<file path="config.mk">
export PLATFORM = sky130hd
export DESIGN_NAME = dca_aux_regs
export DESIGN_NICKNAME = d
export VERILOG_FILES = /design/src/design/dca_sync2.v /design/src/design/dca_carry_inhibit.v /design/src/design/dca_aux_regs.v
export VERILOG_INCLUDE_DIRS = /design/src /design/src/design
export SDC_FILE = /design/constraint.sdc
export NUM_CORES = 1
export LEC_CHECK = 0
export BUFFER_PORTS_ARGS = -buffer_cell sky130_fd_sc_hd__buf_4
export CAP_MARGIN = 5
export CELL_PAD_IN_SITES_DETAIL_PLACEMENT = 1
export CELL_PAD_IN_SITES_GLOBAL_PLACEMENT = 2
export CORE_MARGIN = 3
export CORE_UTILIZATION = 25
export CTS_CLUSTER_DIAMETER = 120
export CTS_CLUSTER_SIZE = 25
export DETAILED_ROUTE_END_ITERATION = 10
export PLACE_DENSITY_LB_ADDON = 0.1
export SLEW_MARGIN = 40
export SYNTH_ARGS = -nofsm -noshare
export SYNTH_HDL_FRONTEND = slang
export SYNTH_SLANG_ARGS = --single-unit
export TNS_END_PERCENT = 1
</file>
<file path="constraint.sdc">
create_clock -name pclk -period 2.31 [get_ports pclk]
set_clock_uncertainty 0.2 [all_clocks]
set_input_delay 0.1155 -clock pclk [delete_from_list [all_inputs] [get_ports pclk]]
set_output_delay 0.1155 -clock pclk [all_outputs]
set_load 0.02 [all_outputs]
</file>
<file path="src/design/dca_defines.vh">
`ifndef DCA_DEFINES_VH
`define DCA_DEFINES_VH
// Register indices: printed offsets are not multiples of four,
// so each is an index and the byte address is four times it
`define DCA_IDX_SNAPSHOT 8'h4d
`define DCA_IDX_SECTOR 8'h4e
`define DCA_IDX_AUX 8'h4f
`define DCA_IDX_BUFDATA_A 8'h68
`define DCA_IDX_BUFDATA_B 8'h70
`define DCA_IDX_FMT_CTRL 8'h71
`define DCA_IDX_UNLOCK 8'h73
`define DCA_IDX_PINCFG 8'h7f
// Aux control field positions
`define DCA_AUX_ADV_MS 0
`define DCA_AUX_PASS_DIAG_PIN 1
`define DCA_AUX_SLAVE 2
`define DCA_AUX_XTBUSY 3
`define DCA_AUX_PUDIS 4
`define DCA_AUX_LPD 5
`define DCA_AUX_APD 6
`define DCA_AUX_DSLEEP 7
// Formatter reset bit in formatter control register
`define DCA_FMT_RST_BIT 5
// Pin function field in pin configuration register
`define DCA_PINCFG_LO 3
`define DCA_PINCFG_HI 4
`define DCA_PINCFG_OFF 2'b00
// Reset values
`define DCA_RST_BYTE 8'h00
`define DCA_RST_CNT 9'h000
`endif

</file>
<file path="src/design/dca_sync2.v">
`timescale 1ns/1ps
// Two-stage synchroniser for pins entering the pclk domain
module dca_sync2 #(
	parameter WIDTH = 1
) (
	// Clock and reset
	input wire pclk,
	input wire presetn,
	// Data
	input wire [WIDTH-1:0] d,
	output wire [WIDTH-1:0] q
);
	reg [WIDTH-1:0] meta_ff;
	reg [WIDTH-1:0] sync_ff;

	// First stage is read only by the second stage
	always @(posedge pclk or negedge presetn) begin
		if (!presetn) begin
			meta_ff <= {WIDTH{1'b0}};
			sync_ff <= {WIDTH{1'b0}};
		end else begin
			meta_ff <= d;
			sync_ff <= meta_ff;
		end
	end

	assign q = sync_ff;
endmodule // dca_sync2

</file>
<file path="src/design/dca_carry_inhibit.v">
`timescale 1ns/1ps
`include "dca_defines.vh"
// Counts sequencer count-field underflows and lets the carry pass only
// after sector size plus one of them have been suppressed
module dca_carry_inhibit #(
	parameter SW = 8
) (
	// Clock and reset
	input wire pclk,
	input wire presetn,
	// Control
	input wire inhibit_en,
	input wire [SW-1:0] sector_size,
	input wire underflow,
	input wire field_start,
	// Result
	output wire carry_out,
	output wire block_done
);
	reg [SW:0] cnt_ff;
	reg [SW:0] nxt_cnt;
	wire [SW:0] limit;

	assign limit = {1'b0, sector_size};

	// Underflow counter, restarts at each data field
	always @* begin
		nxt_cnt = cnt_ff;
		if (field_start || !inhibit_en)
			nxt_cnt = {(SW+1){1'b0}};
		else if (underflow && cnt_ff <= limit)
			nxt_cnt = cnt_ff + {{SW{1'b0}}, 1'b1};
	end

	always @(posedge pclk or negedge presetn) begin
		if (!presetn)
			cnt_ff <= {(SW+1){1'b0}};
		else
			cnt_ff <= nxt_cnt;
	end

	// Value zero inhibits one underflow, as the legacy formatter did
	assign carry_out = underflow & (!inhibit_en | (cnt_ff > limit));
	// Each suppressed underflow ends one 256-byte block
	assign block_done = underflow & inhibit_en & (cnt_ff <= limit);
endmodule // dca_carry_inhibit

</file>
<file path="src/design/dca_aux_regs.v">
`timescale 1ns/1ps
`include "dca_defines.vh"
// Operation
// - A buffer-data register read latches the buffer bus into the snapshot.
// - The snapshot clears on hardware reset and on the formatter reset bit.
// - With carry inhibit, sector size sets the 256-byte blocks per field.
// - Sector size plus one underflows are suppressed before carry passes.
// - Sector size zero gives the legacy carry-inhibit behaviour.
// - Advanced multisector set lets the sequencer run multisector itself.
// - The pass-diagnostics bit drives its pin and reads back the live pin.
// - Slave-present drives and reads its pin only while pin function is on.
// - In XT mode with clear-busy on, the completion byte read clears busy.
// - The pull-up disable bit turns off pull-ups on five host pins.
// - Local power-down ends on command write, host or hardware reset.
// - A command write locks local power-down; an unlock write frees it.
// - Host power-down ends only on host reset pin, reset or program reset.
// - Deep sleep ends only on host reset pin or hardware reset.
module dca_aux_regs (
	// Clock and reset
	input wire pclk,
	input wire presetn,
	// APB slave
	input wire psel,
	input wire penable,
	input wire pwrite,
	input wire [9:0] paddr,
	input wire [31:0] pwdata,
	output wire [31:0] prdata,
	output wire pready,
	output wire pslverr,
	// Buffer memory data bus
	input wire [7:0] buf_data,
	// Formatter and register-file context
	input wire fmt_reset,
	input wire [1:0] pin_func,
	input wire xt_mode,
	// Host events, pulses from host logic on pclk
	input wire host_cmd_write,
	input wire host_prog_reset,
	input wire host_status_read,
	// Host reset pin, asynchronous
	input wire host_reset_pin,
	// Carry inhibit interface to sequencer
	input wire carry_inhibit_en,
	input wire count_underflow,
	input wire data_field_start,
	output wire count_carry,
	output wire block_done,
	// Sequencer mode and busy clear
	output reg adv_multisector,
	output reg clear_xt_busy,
	// Diagnostic pin, open drain
	input wire pass_diag_pin_in,
	output wire pass_diag_pin_out,
	output wire pass_diag_pin_oe,
	// Drive-active/slave pin, open drain
	input wire drive_active_slave_pin_in,
	output wire drive_active_slave_pin_out,
	output wire drive_active_slave_pin_oe,
	// Pull-up and power control
	output reg pullup_disable,
	output reg local_power_down,
	output reg host_power_down,
	output reg deep_sleep
);
	//----------------------------------------------------------------
	// Bus decode
	//----------------------------------------------------------------
	reg [7:0] snap_ff;
	reg [7:0] sector_ff;
	reg [7:0] aux_ff;
	reg lock_ff;
	reg [31:0] rdata;
	reg hit;
	wire [7:0] idx;
	wire acc;
	wire wr;
	wire rd;
	wire diag_sync;
	wire slave_sync;
	wire hreset_sync;
	wire slave_pin_on;

	assign idx = paddr[9:2];
	assign acc = psel & penable;
	assign wr = acc & pwrite;
	assign rd = acc & ~pwrite;
	// Zero wait states keep the access fixed at two cycles
	assign pready = 1'b1;
	assign pslverr = acc & ~hit;
	assign slave_pin_on = pin_func != `DCA_PINCFG_OFF;

	//----------------------------------------------------------------
	// Pin synchronisers
	//----------------------------------------------------------------
	dca_sync2 #(
		.WIDTH(3)
	) u_sync (
		.pclk(pclk),
		.presetn(presetn),
		.d({pass_diag_pin_in, drive_active_slave_pin_in, host_reset_pin}),
		.q({diag_sync, slave_sync, hreset_sync})
	);

	//----------------------------------------------------------------
	// Carry inhibit counter
	//----------------------------------------------------------------
	dca_carry_inhibit #(
		.SW(8)
	) u_carry (
		.pclk(pclk),
		.presetn(presetn),
		.inhibit_en(carry_inhibit_en),
		.sector_size(sector_ff),
		.underflow(count_underflow),
		.field_start(data_field_start),
		.carry_out(count_carry),
		.block_done(block_done)
	);

	//----------------------------------------------------------------
	// Read mux
	//----------------------------------------------------------------
	// Diag bit reads the live pin; slave bit reads it only while pin function is on, else the stored value
	always @* begin
		rdata = 32'h0000_0000;
		hit = 1'b1;
		case (idx)
		`DCA_IDX_SNAPSHOT: rdata[7:0] = snap_ff;
		`DCA_IDX_SECTOR: rdata[7:0] = sector_ff;
		`DCA_IDX_AUX: begin
			rdata[7:0] = aux_ff;
			rdata[`DCA_AUX_PASS_DIAG_PIN] = diag_sync;
			rdata[`DCA_AUX_SLAVE] = slave_pin_on ? slave_sync
				: aux_ff[`DCA_AUX_SLAVE];
		end
		`DCA_IDX_BUFDATA_A: rdata[7:0] = buf_data;
		`DCA_IDX_BUFDATA_B: rdata[7:0] = buf_data;
		`DCA_IDX_UNLOCK: rdata = 32'h0000_0000;
		default: hit = 1'b0;
		endcase
	end
	assign prdata = rdata;

	//----------------------------------------------------------------
	// Snapshot register
	//----------------------------------------------------------------
	// Formatter reset holds it clear even during a buffer read
	always @(posedge pclk or negedge presetn) begin
		if (!presetn) begin
			snap_ff <= `DCA_RST_BYTE;
		end else if (fmt_reset) begin
			snap_ff <= `DCA_RST_BYTE;
		end else if (rd && (idx == `DCA_IDX_BUFDATA_A ||
			idx == `DCA_IDX_BUFDATA_B)) begin
			snap_ff <= buf_data;
		end
	end

	//----------------------------------------------------------------
	// Sector size and aux control
	//----------------------------------------------------------------
	// Power-down wake events: host reset pin and programmed reset
	// wake all three levels except deep sleep ignores programmed reset
	always @(posedge pclk or negedge presetn) begin
		if (!presetn) begin
			sector_ff <= `DCA_RST_BYTE;
			aux_ff <= `DCA_RST_BYTE;
			lock_ff <= 1'b0;
		end else begin
			if (wr && idx == `DCA_IDX_SECTOR)
				sector_ff <= pwdata[7:0];
			if (wr && idx == `DCA_IDX_AUX) begin
				aux_ff[4:0] <= pwdata[4:0];
				aux_ff[`DCA_AUX_APD] <= pwdata[`DCA_AUX_APD];
				aux_ff[`DCA_AUX_DSLEEP] <= pwdata[`DCA_AUX_DSLEEP];
				if (!lock_ff && !host_cmd_write)
					aux_ff[`DCA_AUX_LPD] <= pwdata[`DCA_AUX_LPD];
			end
			// Lock set wins over a same-cycle unlock
			if (host_cmd_write)
				lock_ff <= 1'b1;
			else if (wr && idx == `DCA_IDX_UNLOCK)
				lock_ff <= 1'b0;
			// Wake events override any write in the same cycle
			if (host_cmd_write || hreset_sync || host_prog_reset)
				aux_ff[`DCA_AUX_LPD] <= 1'b0;
			if (hreset_sync || host_prog_reset)
				aux_ff[`DCA_AUX_APD] <= 1'b0;
			if (hreset_sync)
				aux_ff[`DCA_AUX_DSLEEP] <= 1'b0;
		end
	end

	//----------------------------------------------------------------
	// Outputs
	//----------------------------------------------------------------
	// Mode bits go out as registered levels
	always @(posedge pclk or negedge presetn) begin
		if (!presetn) begin
			adv_multisector <= 1'b0;
			pullup_disable <= 1'b0;
			local_power_down <= 1'b0;
			host_power_down <= 1'b0;
			deep_sleep <= 1'b0;
			clear_xt_busy <= 1'b0;
		end else begin
			adv_multisector <= aux_ff[`DCA_AUX_ADV_MS];
			pullup_disable <= aux_ff[`DCA_AUX_PUDIS];
			local_power_down <= aux_ff[`DCA_AUX_LPD];
			host_power_down <= aux_ff[`DCA_AUX_APD];
			deep_sleep <= aux_ff[`DCA_AUX_DSLEEP];
			clear_xt_busy <= xt_mode & aux_ff[`DCA_AUX_XTBUSY] &
				host_status_read;
		end
	end

	// Open drain: a zero bit pulls the active-low pin down, the slave pin only while pin function is on
	assign pass_diag_pin_out = 1'b0;
	assign pass_diag_pin_oe = ~aux_ff[`DCA_AUX_PASS_DIAG_PIN];
	assign drive_active_slave_pin_out = 1'b0;
	assign drive_active_slave_pin_oe = slave_pin_on &
		~aux_ff[`DCA_AUX_SLAVE];
endmodule // dca_aux_regs

</file>
== Yosys cells after proc, flatten, opt, wreduce, memory -nomap -nowiden ==
Index checks and enable logic that the tools add are counted.

* Bits in registers: 46
* Input bits: 68
* Output and inout port bits: 46
* Logic and storage cells: 79

* $add $sub $neg: 1
* Magnitude comparators: 2
* Equality and inequality tests: 6
* Muxes and demuxes: 14
* Bitwise logic cells: 15
* Reductions and logical operators: 25

{| class="wikitable"
|+ Operators by type and width
! cell !! count
|-
| equality test 8 x 7 -> 1 bit (second input constant) || 6
|-
| case mux 8 bit (4 select lines) || 1
|-
| two-way mux 8 bit || 3
|-
| two-way mux 9 bit || 2
|-
| nonzero test 2 bit || 8
|-
| bitwise AND 1 bit || 10
|-
| adder 9 x 1 -> 9 bit (second input constant) || 1
|-
| > comparator 9 x 8 -> 1 bit || 1
|-
| less-or-equal comparator 9 x 8 -> 1 bit || 1
|-
| two-way mux 1 bit || 8
|-
| logical AND 1 bit || 6
|-
| OR reduction 6 bit || 1
|-
| logical OR 1 bit || 5
|-
| inverter 1 bit || 4
|-
| zero test 1 bit || 3
|-
| AND reduction 2 bit || 1
|-
| OR reduction 2 bit || 1
|-
| bitwise OR 1 bit || 1
|}

== Logic depth before layout (Yosys ltp) ==
* Depth after elaboration: 5
* Mapped depth: 8
* Gate-level depth less buffers: 8

== Modules after synthesis ==
A second synthesis with hierarchy kept.

* Cells, all modules: 242
* Area, all modules: 2620.0 µm²

{| class="wikitable"
|+ By module, submodules not included
! module !! instances !! cells each !! area an instance (µm²)
|-
| dca_aux_regs || 1 || 152 || 1716.6
|-
| dca_carry_inhibit || 1 || 84 || 753.2
|-
| dca_sync2 || 1 || 6 || 150.1
|}

== Worst setup path before layout ==
OpenSTA, ideal clock, no wires.

* Path type: reg-to-reg
* Start point: register sector_ff[7]
* End point: register u_carry.cnt_ff[6]
* Library setup time: 0.078 ns
* Arrival time: 2.132 ns
* Required time: 2.032 ns
* Path slack: -0.100 ns
* Stages on the path, launching flop included: 9
* Cell sequence: dfrtp_1 inv_1 ha_1 a211oi_2 nand2_1 a2111oi_4 o2111ai_2 or3_1 a21oi_1

* Longest elaborated chain between the ends: 3

{| class="wikitable"
|+ Ends and longest elaborated chain
! element !! line !! source
|-
| from (decl) || dca_aux_regs.v:70 || <nowiki>reg [7:0] sector_ff;</nowiki>
|-
| from (signal assigned) || dca_aux_regs.v:167 || <nowiki>sector_ff <= `DCA_RST_BYTE;</nowiki>
|-
| from (signal assigned) || dca_aux_regs.v:172 || <nowiki>sector_ff <= pwdata[7:0];</nowiki>
|-
| less-or-equal comparator 9 x 8 -> 1 bit || dca_carry_inhibit.v:31 || <nowiki>else if (underflow && cnt_ff <= limit)</nowiki>
|-
| logical AND 1 bit || dca_carry_inhibit.v:31 ||
|-
| nonzero test 2 bit (no source line) || -- ||
|-
| to (signal assigned) || dca_carry_inhibit.v:37 || <nowiki>cnt_ff <= {(SW+1){1'b0}};</nowiki>
|-
| to (signal assigned) || dca_carry_inhibit.v:39 || <nowiki>cnt_ff <= nxt_cnt;</nowiki>
|-
| to (decl) || dca_carry_inhibit.v:20 || <nowiki>reg [SW:0] cnt_ff;</nowiki>
|}

No other way between the ends.
A chain may end at the register's enable or synchronous reset.

== Final worst setup path ==
* Start point: register u_carry.cnt_ff[3]
* End point: output count_carry

* Longest elaborated chain between the ends: 3

{| class="wikitable"
|+ Ends and longest elaborated chain
! element !! line !! source
|-
| > comparator 9 x 8 -> 1 bit || dca_carry_inhibit.v:43 || <nowiki>assign carry_out = underflow & (!inhibit_en | (cnt_ff > limit));</nowiki>
|-
| bitwise OR 1 bit || dca_carry_inhibit.v:43 ||
|-
| bitwise AND 1 bit || dca_carry_inhibit.v:43 ||
|-
| to (decl) || dca_aux_regs.v:47 || <nowiki>output wire count_carry,</nowiki>
|}

No other way between the ends.

==> impl_metrics.py <==
metrics = {
    "clocking": {
        "cts_tree": "yes",
        "clk_pin_slew_ns": 0.09,
        "cts_sinks": 46,
        "cts_htree_levels": 2,
        "root_buffer": "clkbuf_8",
        "clockBufferDepth": 2,
        "clock_latency_ns": 0.30,
        "numCtsBuffers": 5,
    },
    "die": {
        "row_count": 36,
        "coreArea_mm2": 0.00982,
        "dieArea_mm2": 0.0114,
        "die_y_um": 107,
        "start_util": 0.258,
        "ioPinCount": 114,
        "die_w_um": 107,
    },
    "worst_setup_path": {
        "r2r_setup_slack_ns": -0.14,
        "end_kind": "output pin",
        "critPathMaxFanout": 3,
        "r2r-end": "u_carry.cnt_ff[7]",
        "r2r-start": "sector_ff[3]",
        "cp.arrival_ns": 2.18,
        "worst-endpoint-required_ns": 1.99,
        "start_kind": "flop",
        "crit_type": "reg -> out",
        "r2r_cells": 9,
    },
    "sta": {
        "setup_violations": 7,
        "setup_slack_ns": -0.184,
        "hold_viol": 0,
        "min_period_ns": 2.49,
        "maxSlewHeadroom": 0.579,
        "slew_violations": 0,
        "finalCritPeriodShare": 1.08,
        "rsz0062_at_grt": "yes",
        "tns_ns": -0.724,
        "fmaxAchievable_mhz": 401,
        "tightestPinTransition_ns": 0.632,
    },
    "layout": {
        "design_area_mm2": 0.00372,
        "drive_gt1_frac": 0.353,
        "diodes": 0,
        "final-seq-area_mm2": 0.00115,
        "fin_nets": 441,
        "fin_util": 0.379,
        "fillCellCount": 1151,
        "area_growth_pct": 46.7,
        "final_cells": 498,
        "multi_input_area_mm2": 0.00129,
    },
    "route": {
        "routed_wl_um": 7290,
        "drt_iter0_markers": 72,
        "drtAntennaViolNets": 0,
        "dr.pass1.iters": 4,
        "via_count": 2152,
        "drc": 0,
        "wire_per_inst_um": 14.6,
        "via_per_inst": 4.32,
    },
    "power_and_ir_drop": {
        "power.density_mw_per_mm2": 458,
        "vdd_ir_drop_max_mv": 0.237,
        "power.leakage_nw": 1.78,
    },
    "synth": {
        "ys_types": 40,
        "syn-cell-area_mm2": 0.00254,
        "yosysWarnings": 0,
        "ys_async_sr_fraction": 1.00,
        "synth.avg_cell_area_um2": 10.3,
        "synth_edf_count": 0,
        "synth_flop_cell": "dfrtp_1",
        "synth-seq-cells": 46,
        "yosysSeqAreaShare": 0.454,
        "syn_inst": 247,
    },
    "worst_hold_path": {
        "holdPathStages": 4,
        "hold_path_startpoint": "carry_inhibit_en",
        "min_delay_worst_endpoint": "u_carry.cnt_ff[8]",
        "hold_class": "in -> reg",
    },
    "job": {
        "maxCapViolCount": 0,
    },
    "global_routing": {
        "grt_pass1_wl_um": 11800,
        "antenna_found_initial": 0,
        "grt_pass1_vias": 2274,
        "grt-ovfl-total": 0,
        "grt_use_total": 0.132,
        "grt_max_degree": 47,
    },
    "placement": {
        "io_buffers": 60,
        "place_congestion": 0.741,
        "dpl-instance-area_mm2": 0.00320,
        "dp_hpwl_um": 5320,
        "placed_cells_incl_taps": 456,
        "dp_slack_ns": -0.203,
    },
    "outcome": {
        "status": "complete, but fails checks",
        "violations": "setup timing",
    },
}
timing repair:
item | in CTS | in global routing
resized for setup | 7 | 7
cloned | 0 | 0
pin swaps | 8 | 4
endpoints found under the setup margin | 8 | 10
hold buffers | 31 | 0
hold endpoints to repair | 77 | 0
buffers inserted | 1 | 2
registers in the layout, indices dropped and copies added (netlist names):
signal and flops:
u_carry.cnt_ff 9, aux_ff 8, sector_ff 8, snap_ff 8, u_sync.meta_ff 3, u_sync.q 3
adv_multisector 1, clear_xt_busy 1, deep_sleep 1, host_power_down 1, local_power_down 1, lock_ff 1
pullup_disable 1
cell type report:
type / instances / share of cell area
repair buffers: 118 / 0.260
well taps: 133 / 0.0447
flip-flops and latches: 46 / 0.309
clock inverters: 1 / 0.00807
inverters: 10 / 0.0101
clock buffers: 7 / 0.0205
multi-input cells: 183 / 0.347
per-layer routing:
metal,share of wire,track usage
met4,0.0052,0.0292
met1,0.46,0.171
met3,0.046,0.0355
met2,0.49,0.220
met5,0,0
cells in the mapped netlist, drive strengths merged, types with 2 or more instances:
cell	n	area [µm²]
clkbuf	3	11.3
or3	5	31.3
o21ai	18	90.1
nor2b	3	18.8
and3	2	12.5
dfrtp	46	1150
conb	2	7.51
and2	2	12.5
inv	10	37.5
nor4	4	31.3
buf	30	214
mux2	19	214
nand4	5	31.3
nand2	19	73.8
xnor2	2	17.5
mux2i	12	120
a22oi	8	60.1
nand3	5	25.0
ha	9	113
nor3	2	15.0
nor2	19	71.3
a21oi	8	40.0
critical path: stages (launching register included):
cell	delay [ns]
dfrtp_1	0.41
ha_1	0.29
nand4_1	0.16
o22ai_2	0.25
a2111oi_4	0.08
buf_4	0.15
or2_4	0.23
a21boi_1	0.16
buf_4	0.16
stage by stage:
step,hold slack [ns],power (W)
final,0.0298,0.00171
after global routing,0.0397,0.00180
after CTS,0.0239,0.00173
after detailed placement,-0.0132,0.00106
after global placement,-0.0121,0.00106
after floorplan,-0.380,0.000977
where the power goes:
part           internal (W)  switching, W
Combinational      0.000127      0.000146
Clock              0.000325      0.000287
Sequential         0.000815    0.00000533
Total               0.00127      0.000439
how the worst max path moves through the flow:
| stage | slack (ns) | depth (start not counted) | from | endpoint |
|---|---|---|---|---|
| 2_1_floorplan | -0.01 | 6 | u_carry.cnt_ff[4] | count_carry |
| 3_3_place_gp | -0.16 | 7 | sector_ff[7] | u_carry.cnt_ff[4] |
| 3_5_place_dp | -0.20 | 6 | u_carry.cnt_ff[7] | u_carry.cnt_ff[4] |
| 4_1_cts | -0.34 | 9 | sector_ff[7] | block_done |
| 5_1_grt | -0.33 | 9 | sector_ff[3] | block_done |
| 6_report | -0.18 | 8 | u_carry.cnt_ff[3] | count_carry |
kinds of logic (layout without fill, tap and decap cells):
| group | Yosys count | after routing | share of synthesized area |
|---|---|---|---|
| other | 2 | 27 | 0.00296 |
| XOR/XNOR | 3 | 3 | 0.0104 |
| AO/OA/AOI/OAI | 42 | 42 | 0.111 |
| adder cells (fa/ha/maj) | 9 | 9 | 0.0444 |
| multiplexers | 31 | 31 | 0.132 |
| AND/OR/NAND/NOR | 71 | 71 | 0.142 |
| flip-flops | 46 | 46 | 0.454 |
| buffers and inverters | 43 | 136 | 0.104 |
cells in the final DEF, fill, tap and decap left out, drive strengths merged, types with 2 or more instances in the layout:
cell / Yosys / routed
dfrtp: 46 / 46
or3: 5 / 5
nor2b: 3 / 3
mux2i: 12 / 12
nor3: 2 / 2
and2: 2 / 2
inv: 10 / 10
a22oi: 8 / 8
nand2: 19 / 19
mux2: 19 / 19
o21ai: 18 / 18
nand4: 5 / 5
nand3: 5 / 5
conb: 2 / 27
clkbuf: 3 / 7
a21oi: 8 / 8
nor2: 19 / 19
and3: 2 / 2
buf: 30 / 87
nor4: 4 / 4
dlygate4sd3: 0 / 31
xnor2: 2 / 2
ha: 9 / 9
(Power assumes the default switching activity.)
